**src/roll_regs.svh**
```systemverilog
`ifndef ROLL_REGS_SVH
`define ROLL_REGS_SVH
// horizontal scale codes: each code is one step of the time base
`define ROLL_SCALE_50MS     8'h14
`define ROLL_SCALE_20MS     8'h13
// default record length and trigger position
`define ROLL_REC_LEN_DEF    16
`define ROLL_TRIG_POS_DEF   8
// register offsets of the plain port
`define ROLL_OFS_CTRL       4'h0
`define ROLL_OFS_SCALE      4'h1
`define ROLL_OFS_TRIGPOS    4'h2
`define ROLL_OFS_STATUS     4'h3
`define ROLL_OFS_COUNT      4'h4
// control field positions
`define ROLL_CTRL_RUN       0
`define ROLL_CTRL_NORMAL    1
`define ROLL_CTRL_SINGLE    2
`define ROLL_CTRL_ENV       3
`define ROLL_CTRL_AVG       4
`define ROLL_CTRL_PERSIST   5
// reset values
`define ROLL_CTRL_RST       6'h00
`define ROLL_SCALE_RST      8'h00
`endif

```
**src/roll_pkg.sv**
```systemverilog
package roll_pkg;
	// acquisition state
	typedef enum logic [2:0] {
		ST_IDLE    = 3'b000,
		ST_FREE    = 3'b001,
		ST_PRE     = 3'b010,
		ST_POST    = 3'b011,
		ST_DONE    = 3'b100
	} roll_state_e;
	// one sample handed to the display record
	typedef struct packed {
		logic        valid;
		logic        shift;
		logic [15:0] pos;
		logic [7:0]  data;
	} rec_write_s;
endpackage

```
**src/roll_sync.sv**
```systemverilog
`timescale 1ns/100ps
`default_nettype none
// two flop synchroniser for one pin level
module roll_sync (
	input  wire logic CLK_IN,
	input  wire logic RST_N_IN,
	input  wire logic ce_in,
	input  wire logic d_in,
	output var  logic q_out
);
	logic meta_reg;
	always_ff @(posedge CLK_IN or negedge RST_N_IN) begin
		if (!RST_N_IN) begin
			meta_reg <= 1'b0;
			q_out    <= 1'b0;
		end else if (ce_in) begin
			meta_reg <= d_in;
			q_out    <= meta_reg;
		end
	end
endmodule
`default_nettype wire

```
**src/roll_mode_acquisition_ctrl.sv**
```systemverilog
// Behaviour
// - auto trigger mode gives untriggered roll, normal gives triggered, single capture makes either single-sequence.
// - roll is allowed only at a time base of 50 ms per division or slower.
// - roll is off at a time base of 20 ms per division or faster.
// - envelope, averaging or persistence stops roll from starting and ends it when active.
// - untriggered roll writes each sample at the right end and shifts older ones left, no trigger needed.
// - untriggered single-sequence roll halts after one full record of samples.
// - triggered roll enters samples at the trigger position shifting left, then fills rightward after a trigger.
// - continuous triggered roll restarts pretrigger filling after the record completes.
// - triggered single-sequence roll halts when the record is full after the trigger.
// - without single-sequence, roll runs until the run/stop control stops it.
// - going from single capture back to run/stop returns to the continuous variant.
//
// Implementation choices: the plain strobed port and the placing of the registers.
`timescale 1ns/100ps
`default_nettype none
`include "roll_regs.svh"
module roll_mode_acquisition_ctrl #(
	parameter int REC_LEN  = `ROLL_REC_LEN_DEF,
	parameter int DATA_W   = 8
) (
	input  wire logic               CLK_IN,
	input  wire logic               RST_N_IN,
	input  wire logic               CE_IN,
	input  wire logic [3:0]         ADDR_IN,
	input  wire logic [15:0]        WDATA_IN,
	input  wire logic               WR_IN,
	input  wire logic               RD_IN,
	output var  logic [15:0]        RDATA_OUT,
	input  wire logic               SAMPLE_VALID_IN,
	input  wire logic [DATA_W-1:0]  SAMPLE_DATA_IN,
	input  wire logic               TRIG_PIN_IN,
	output var  roll_pkg::rec_write_s REC_WRITE_OUT,
	output var  logic               ROLL_ACTIVE_OUT,
	output var  logic               ACQ_DONE_OUT
);
	import roll_pkg::*;

	// refuse geometries that the 16 bit counters and the struct cannot carry
	if (REC_LEN < 2 || REC_LEN > 65535) begin : g_bad_len
		$error("REC_LEN out of range");
	end
	if (DATA_W != 8) begin : g_bad_width
		$error("DATA_W must match the record write struct");
	end

	// ************************************************************
	// register port
	// ************************************************************
	logic [5:0]  ctrl_reg;
	logic [7:0]  scale_reg;
	logic [15:0] trig_pos_reg;
	logic [15:0] count_reg;
	roll_state_e state_reg;
	logic        halt_now;
	logic        roll_ok;

	// register selects
	wire wr_ctrl  = WR_IN && (ADDR_IN == `ROLL_OFS_CTRL);
	wire wr_scale = WR_IN && (ADDR_IN == `ROLL_OFS_SCALE);
	wire wr_trig  = WR_IN && (ADDR_IN == `ROLL_OFS_TRIGPOS);

	// control settings
	wire run_ctl     = ctrl_reg[`ROLL_CTRL_RUN];
	wire trig_normal = ctrl_reg[`ROLL_CTRL_NORMAL];
	wire single_seq  = ctrl_reg[`ROLL_CTRL_SINGLE];
	wire inhibit     = ctrl_reg[`ROLL_CTRL_ENV] | ctrl_reg[`ROLL_CTRL_AVG]
		| ctrl_reg[`ROLL_CTRL_PERSIST];

	// control and setting writes
	always_ff @(posedge CLK_IN or negedge RST_N_IN) begin
		if (!RST_N_IN) begin
			ctrl_reg     <= `ROLL_CTRL_RST;
			scale_reg    <= `ROLL_SCALE_RST;
			trig_pos_reg <= 16'(`ROLL_TRIG_POS_DEF);
		end else if (CE_IN) begin
			if (wr_ctrl)
				ctrl_reg <= WDATA_IN[5:0];
			else if (halt_now)
				ctrl_reg[`ROLL_CTRL_RUN] <= 1'b0; // single sequence halt clears run
			if (wr_scale)
				scale_reg <= WDATA_IN[7:0];
			if (wr_trig)
				trig_pos_reg <= WDATA_IN;
		end
	end

	// read mux
	logic [15:0] rd_mux;
	always_comb begin
		rd_mux = 16'h0000;
		unique case (ADDR_IN)
			`ROLL_OFS_CTRL:    rd_mux = {10'h000, ctrl_reg};
			`ROLL_OFS_SCALE:   rd_mux = {8'h00, scale_reg};
			`ROLL_OFS_TRIGPOS: rd_mux = trig_pos_reg;
			`ROLL_OFS_STATUS:  rd_mux = {11'h000, roll_ok, ACQ_DONE_OUT, state_reg};
			`ROLL_OFS_COUNT:   rd_mux = count_reg;
			default:           rd_mux = 16'h0000;
		endcase
	end

	// read data one cycle after the strobe
	always_ff @(posedge CLK_IN or negedge RST_N_IN) begin
		if (!RST_N_IN)
			RDATA_OUT <= 16'h0000;
		else if (CE_IN)
			RDATA_OUT <= RD_IN ? rd_mux : 16'h0000;
	end

	// ************************************************************
	// trigger pin and mode decode
	// ************************************************************
	logic trig_sync;
	roll_sync u_trig_sync (
		.CLK_IN   (CLK_IN),
		.RST_N_IN (RST_N_IN),
		.ce_in    (CE_IN),
		.d_in     (TRIG_PIN_IN),
		.q_out    (trig_sync)
	);
	logic trig_prev_reg;
	always_ff @(posedge CLK_IN or negedge RST_N_IN) begin
		if (!RST_N_IN)
			trig_prev_reg <= 1'b0;
		else if (CE_IN)
			trig_prev_reg <= trig_sync;
	end
	wire trig_edge = trig_sync & ~trig_prev_reg;

	// scale gate: slow enough to roll, fast settings turn it off
	wire scale_slow = (scale_reg >= `ROLL_SCALE_50MS);
	wire scale_fast = (scale_reg <= `ROLL_SCALE_20MS);
	assign roll_ok  = scale_slow & ~scale_fast & ~inhibit;
	wire roll_run   = roll_ok & run_ctl;

	// record geometry
	localparam logic [15:0] LAST_POS = 16'(REC_LEN - 1);
	// trigger position kept left of the right end so one post slot remains
	localparam logic [15:0] PRE_MAX  = 16'(REC_LEN - 2);
	wire [15:0] pre_len  = (trig_pos_reg > PRE_MAX) ? PRE_MAX : trig_pos_reg;
	wire        take     = SAMPLE_VALID_IN;
	wire        pre_full = (count_reg >= pre_len);
	wire        trig_ok  = trig_edge & pre_full;
	wire        rec_end  = (count_reg == LAST_POS);

	// ************************************************************
	// acquisition sequencer
	// ************************************************************
	roll_state_e state_next;
	logic [15:0] count_next;
	always_comb begin
		state_next = state_reg;
		count_next = count_reg;
		halt_now   = 1'b0;
		unique case (state_reg)
			ST_IDLE: begin
				count_next = 16'h0000;
				if (roll_run)
					state_next = trig_normal ? ST_PRE : ST_FREE;
			end
			ST_FREE: begin
				if (take && !rec_end)
					count_next = count_reg + 16'h0001;
				if (take && rec_end && single_seq) begin
					state_next = ST_DONE;
					halt_now   = 1'b1;
				end
			end
			ST_PRE: begin
				if (trig_ok) begin
					state_next = ST_POST;
					count_next = pre_len + 16'h0001; // first slot right of trigger
				end else if (take && !pre_full)
					count_next = count_reg + 16'h0001;
			end
			ST_POST: begin
				if (take) begin
					if (rec_end) begin
						count_next = 16'h0000;
						if (single_seq) begin
							state_next = ST_DONE;
							halt_now   = 1'b1;
						end else
							state_next = ST_PRE;
					end else
						count_next = count_reg + 16'h0001;
				end
			end
			ST_DONE: begin
				if (run_ctl && roll_ok)
					state_next = ST_IDLE;
			end
			default: state_next = ST_IDLE;
		endcase
		// leaving roll or flipping trigger mode restarts the sequence
		if (state_reg != ST_IDLE && state_reg != ST_DONE) begin
			if (!roll_run)
				state_next = ST_IDLE;
			else if (trig_normal != (state_reg != ST_FREE))
				state_next = ST_IDLE;
		end
		// clearing single capture while done resumes continuous roll
		if (state_reg == ST_DONE && !single_seq && roll_ok)
			state_next = ST_IDLE;
	end

	// sequencer registers
	always_ff @(posedge CLK_IN or negedge RST_N_IN) begin
		if (!RST_N_IN) begin
			state_reg <= ST_IDLE;
			count_reg <= 16'h0000;
		end else if (CE_IN) begin
			state_reg <= state_next;
			count_reg <= count_next;
		end
	end

	// ************************************************************
	// record write stream
	// ************************************************************
	rec_write_s wr_next;
	always_comb begin
		wr_next       = '0;
		wr_next.data  = SAMPLE_DATA_IN;
		unique case (state_reg)
			ST_FREE: begin
				wr_next.valid = take;
				wr_next.shift = 1'b1;
				wr_next.pos   = LAST_POS;
			end
			ST_PRE: begin
				wr_next.valid = take & ~trig_ok;
				wr_next.shift = 1'b1;
				wr_next.pos   = pre_len;
			end
			ST_POST: begin
				wr_next.valid = take;
				wr_next.shift = 1'b0;
				wr_next.pos   = count_reg;
			end
			default: wr_next.valid = 1'b0;
		endcase
		if (!roll_run)
			wr_next.valid = 1'b0;
	end

	// output flops
	always_ff @(posedge CLK_IN or negedge RST_N_IN) begin
		if (!RST_N_IN) begin
			REC_WRITE_OUT   <= '0;
			ROLL_ACTIVE_OUT <= 1'b0;
			ACQ_DONE_OUT    <= 1'b0;
		end else if (CE_IN) begin
			REC_WRITE_OUT   <= wr_next;
			ROLL_ACTIVE_OUT <= (state_next != ST_IDLE) && (state_next != ST_DONE);
			ACQ_DONE_OUT    <= (state_next == ST_DONE);
		end
	end
endmodule
`default_nettype wire

```
**config.mk**
```make
export PLATFORM = sky130hd
export DESIGN_NAME = roll_mode_acquisition_ctrl
export DESIGN_NICKNAME = d
export VERILOG_FILES = /design/src/roll_pkg.sv /design/src/roll_sync.sv /design/src/roll_mode_acquisition_ctrl.sv
export VERILOG_INCLUDE_DIRS = /design/src
export SDC_FILE = /design/constraint.sdc
export NUM_CORES = 1
export LEC_CHECK = 0
export ABC_AREA = 1
export BUFFER_PORTS_ARGS = -buffer_cell sky130_fd_sc_hd__buf_4
export CORE_ASPECT_RATIO = 1.5
export CORE_UTILIZATION = 40
export DETAILED_ROUTE_END_ITERATION = 16
export GPL_TIMING_DRIVEN = 0
export PLACE_DENSITY_LB_ADDON = 0.08
export SYNTH_ARGS = -nofsm -noshare
export SYNTH_HDL_FRONTEND = slang
export SYNTH_HIERARCHICAL = 1
export SYNTH_SLANG_ARGS = --single-unit
```
**constraint.sdc**
```tcl
create_clock -name CLK_IN -period 2.45 [get_ports CLK_IN]
set_input_delay 0.3675 -clock CLK_IN [delete_from_list [all_inputs] [get_ports CLK_IN]]
set_output_delay 0.3675 -clock CLK_IN [all_outputs]
set_load 0.01 [all_outputs]
```
==> results.md <==
* Sw Ratio at about a third
* DRT iter0 DRCs at 303
* Average wire per standard cell at 16.0 um
* Synth top cells by count: nand2_1, dfrtp_1, inv_1
* Worst EP arrival at approximately 2.9 ns
* DRC errors left at 0
* Max Buffers Root-to-Sink at 2
* Final Critical Period at ~2.6 ns
* P_sw at between 1500 and 2000 uW
* Drt first pass iters at 5
* Vias in the first global route at between 4000 and 5000
* Synth-to-Final Area Change at 29.0%
* Top-area cell type share of the netlist area at 44.9%
* Failing checks: negative setup slack
* Final Skew at 0.00787 ns
* Ant diodes at 0
* Die height at between 100 and 150 um
* Critical Setup Path Class: register to register
* Hold_buf cts at 0
* Critical Path Source Type: register
* Die ar. at 13700 um2
* CP Data Required Time at 2.73 ns
* Top cells by area, synth: dfrtp_1, nand2_1, inv_1
* Worst Max-Slew Pin Slew at 1.21 ns
* RSZ-0062 raised after global routing: true
* Drt total wl at 15400 um
* Top-count cell post-synth: nand2_1
* Placer Congestion at between 0.9 and 1
* Endpoints failing setup at 19
* H-tree Lvls at 3
* FILL cells at between 1000 and 1500
* Tot GR Track Use at 24.4%
* Average cell area after synthesis at 7.81 um2
* Clock slew at reported path FFs at 0.07 ns
* I/O Pins at 79
* Fin nets at between 800 and 900
* IO Port Bufs at 77
* Initial antenna violation count at 0
* Final setup margin at -0.128 ns
* CTS tree: yes
* Crit Path Max Fanout at 5
* Vias per inst at around 5.2
* Max_slew headroom at 19.2%
* First-pass GRT wire length at 25100 um
* Post-synth EDFFs at 0
* Main synth FF type: dfrtp_1
* Initial Utilization at between 40% and 50%
* Die Wd at 95.9 um
* MaxCap Viol Count at 0
* Remaining Overflow, GRT at 0
* Final hold vios at 0
* Critical path endpoint category: register
* Post-synthesis cell count at around 680
* Largest net degree at the start of global routing at between 90 and 100
* Distinct cell type count after synthesis at 42
* Max FFs per register at 26
* Type of the worst min-delay path: primary input to register
* CTS Buf Count at 9
* Number of sinks on the clock net at 96
* Vias at approximately 5000
* Placeable Area at between 10000 and 15000 um2
* Placed instance count at 925
* Sequential fraction of the synthesis area at 45.4%
* P per Cell Area at ~710 nW/um2
* DPL Wire Length at 11600 um
* Share of layout cells above drive strength 1 at 23.1%
* Pint at 3160 uW
* Fin crit share at 105%
* FFs w/ async S/R, synth at between 90% and 100%
* Top reg by flops: REC_WRITE_OUT
* Fin Hold WS at 0.215 ns
* Non-Filler Instances at 964
* Status: finished with violations
* Rows at 51
* VDD IR-drop max at around 0.45 mV
* Clock share of power at 30.8%
* Clock latency at the later pin of the worst-skew pair at 0.35 ns
* Antenna-violating nets left at 0
* Root Driver: clkbuf_16
* Area of the mapped netlist at 5290 um2
* Synth warn at 6
* Sequential power share at between 40% and 50%
* Slew Limit Fails at 0
* Fmax at approximately 0.39 GHz
* Leakage at 0.00350 uW
* Synth area leader: dfrtp_1
* Combinational power share at 28.8%
* FF+latch count, synth at 96
[worst max-delay path, stage by stage (launching register included)]
cell and delay (ns):
dfrtp_1 0.39, nor2_1 0.13, nand3_2 0.11, nor2_4 0.21
nand2_4 0.10, inv_2 0.06, nand2_2 0.06, inv_2 0.09
ha_4 0.21, nand2_2 0.05, nand2_1 0.04, nand2_1 0.05
nand2_1 0.05, nand2_1 0.05, nand2_1 0.06, nand2_2 0.09
nand3_4 0.09, nand2_4 0.12, buf_12 0.12, nand2_8 0.05
nand2_8 0.09, buf_6 0.13, nand2_1 0.05, o21ai_1 0.11
[metal layers]
layer	vias to the layer above	track usage [%]	share of wire [%]	routed length, um
li1	2449	-	-	-
met1	2371	30.6	41	6340
met2	141	40.3	50	7660
met3	48	2.82	3.6	549
met4	0	13.6	5.4	836
met5	-	0	0	0
[path summary, 6_finish.rpt]
path,from,end,slack (ns),cells after the start
min,SAMPLE_DATA_IN[5],REC_WRITE_OUT[5],0.22,3
max,trig_pos_reg[14],count_reg[10],-0.13,23
max reg2reg,trig_pos_reg[14],count_reg[10],-0.13,23
max in group asynchronous,RST_N_IN,REC_WRITE_OUT[1],1.40,1
min in group asynchronous,RST_N_IN,RDATA_OUT[14],0.23,1
min reg2reg,u_trig_sync/q_out,u_trig_sync/q_out,0.47,2
[what timing repair did]
| action | CTS | global route |
|---|---|---|
| setup buffers | 17 | 4 |
| endpoints found under the hold margin | 0 | 0 |
| pin swaps | 11 | 18 |
| endpoints found under the setup margin | 19 | 19 |
| cloned | 2 | 1 |
| gates resized for setup | 36 | 20 |
[through the flow]
| step | utilization, % | worst slack (ns) | total power [uW] | TNS (ns) | area (um2) |
|---|---|---|---|---|---|
| finish | 52.7 | -0.128 | 4830 | -1.67 | 6830 |
| global route | 52.7 | -0.320 | 5100 | -5.14 | 6830 |
| CTS | 51.8 | -0.111 | 4760 | -1.53 | 6710 |
| detailed placement | 47.2 | -0.671 | 3070 | -11.02 | 6110 |
| global placement | 47.2 | -0.555 | 3040 | -8.95 | 6110 |
| floorplan | - | 0.0660 | 2640 | 0 | 5330 |
[layout make-up]
cell class                      instances  area (um2)  share of cell area [%]
Multi-Input combinational cell        482        2660                    39.0
Sequential cell                        96        2400                    35.2
Timing Repair Buffer                  101         816                    11.9
Inverter                               89         334                    4.89
Clock buffer                            9         225                    3.30
Tap cell                              159         199                    2.91
Buffer                                 21         101                    1.48
Clock inverter                          7        86.3                    1.26
[cell families (layout without fill, tap and decap cells)]
kind of cell	after synthesis	after routing	synth area share, %
flip-flops	96	96	45.4
buffers and inverters	111	227	8.25
AO/OA/AOI/OAI	125	125	14.5
XOR/XNOR	12	12	1.99
adder cells (fa/ha/maj)	18	18	4.26
other	1	12	0.0709
AND/OR/NAND/NOR	315	315	25.5
[power groups by stage]
stage	Clock (uW)	Combinational, uW	Sequential, uW
final	1490	1390	1950
after global routing	1570	1550	1980
after CTS	1520	1300	1950
after detailed placement	0	1100	1970
after global placement	0	1070	1970
after floorplan	0	689	1950
[cells in the final DEF, fill, tap and decap left out, drive strengths merged]
cell      synthesis  final
conb              1     12
a21o              1      1
o22ai            15     15
nand4            11     11
xnor2             1      1
a211oi            4      4
dfstp             1      1
bufinv            0      1
clkinvlp          0      1
nor2             42     42
clkbuf           15     25
nand2           213    213
ha               18     18
nor3              8      8
clkinv            3      5
or2               1      1
inv              86     89
o221ai            2      2
o31ai            15     15
o21ai            61     61
dfrtp            95     95
nor4              1      1
a21boi            1      1
buf               7    106
xor2             11     11
a21oi            19     19
o211ai            4      4
a221oi            3      3
nand3            39     39
Power figures use the tool's default switching activity.
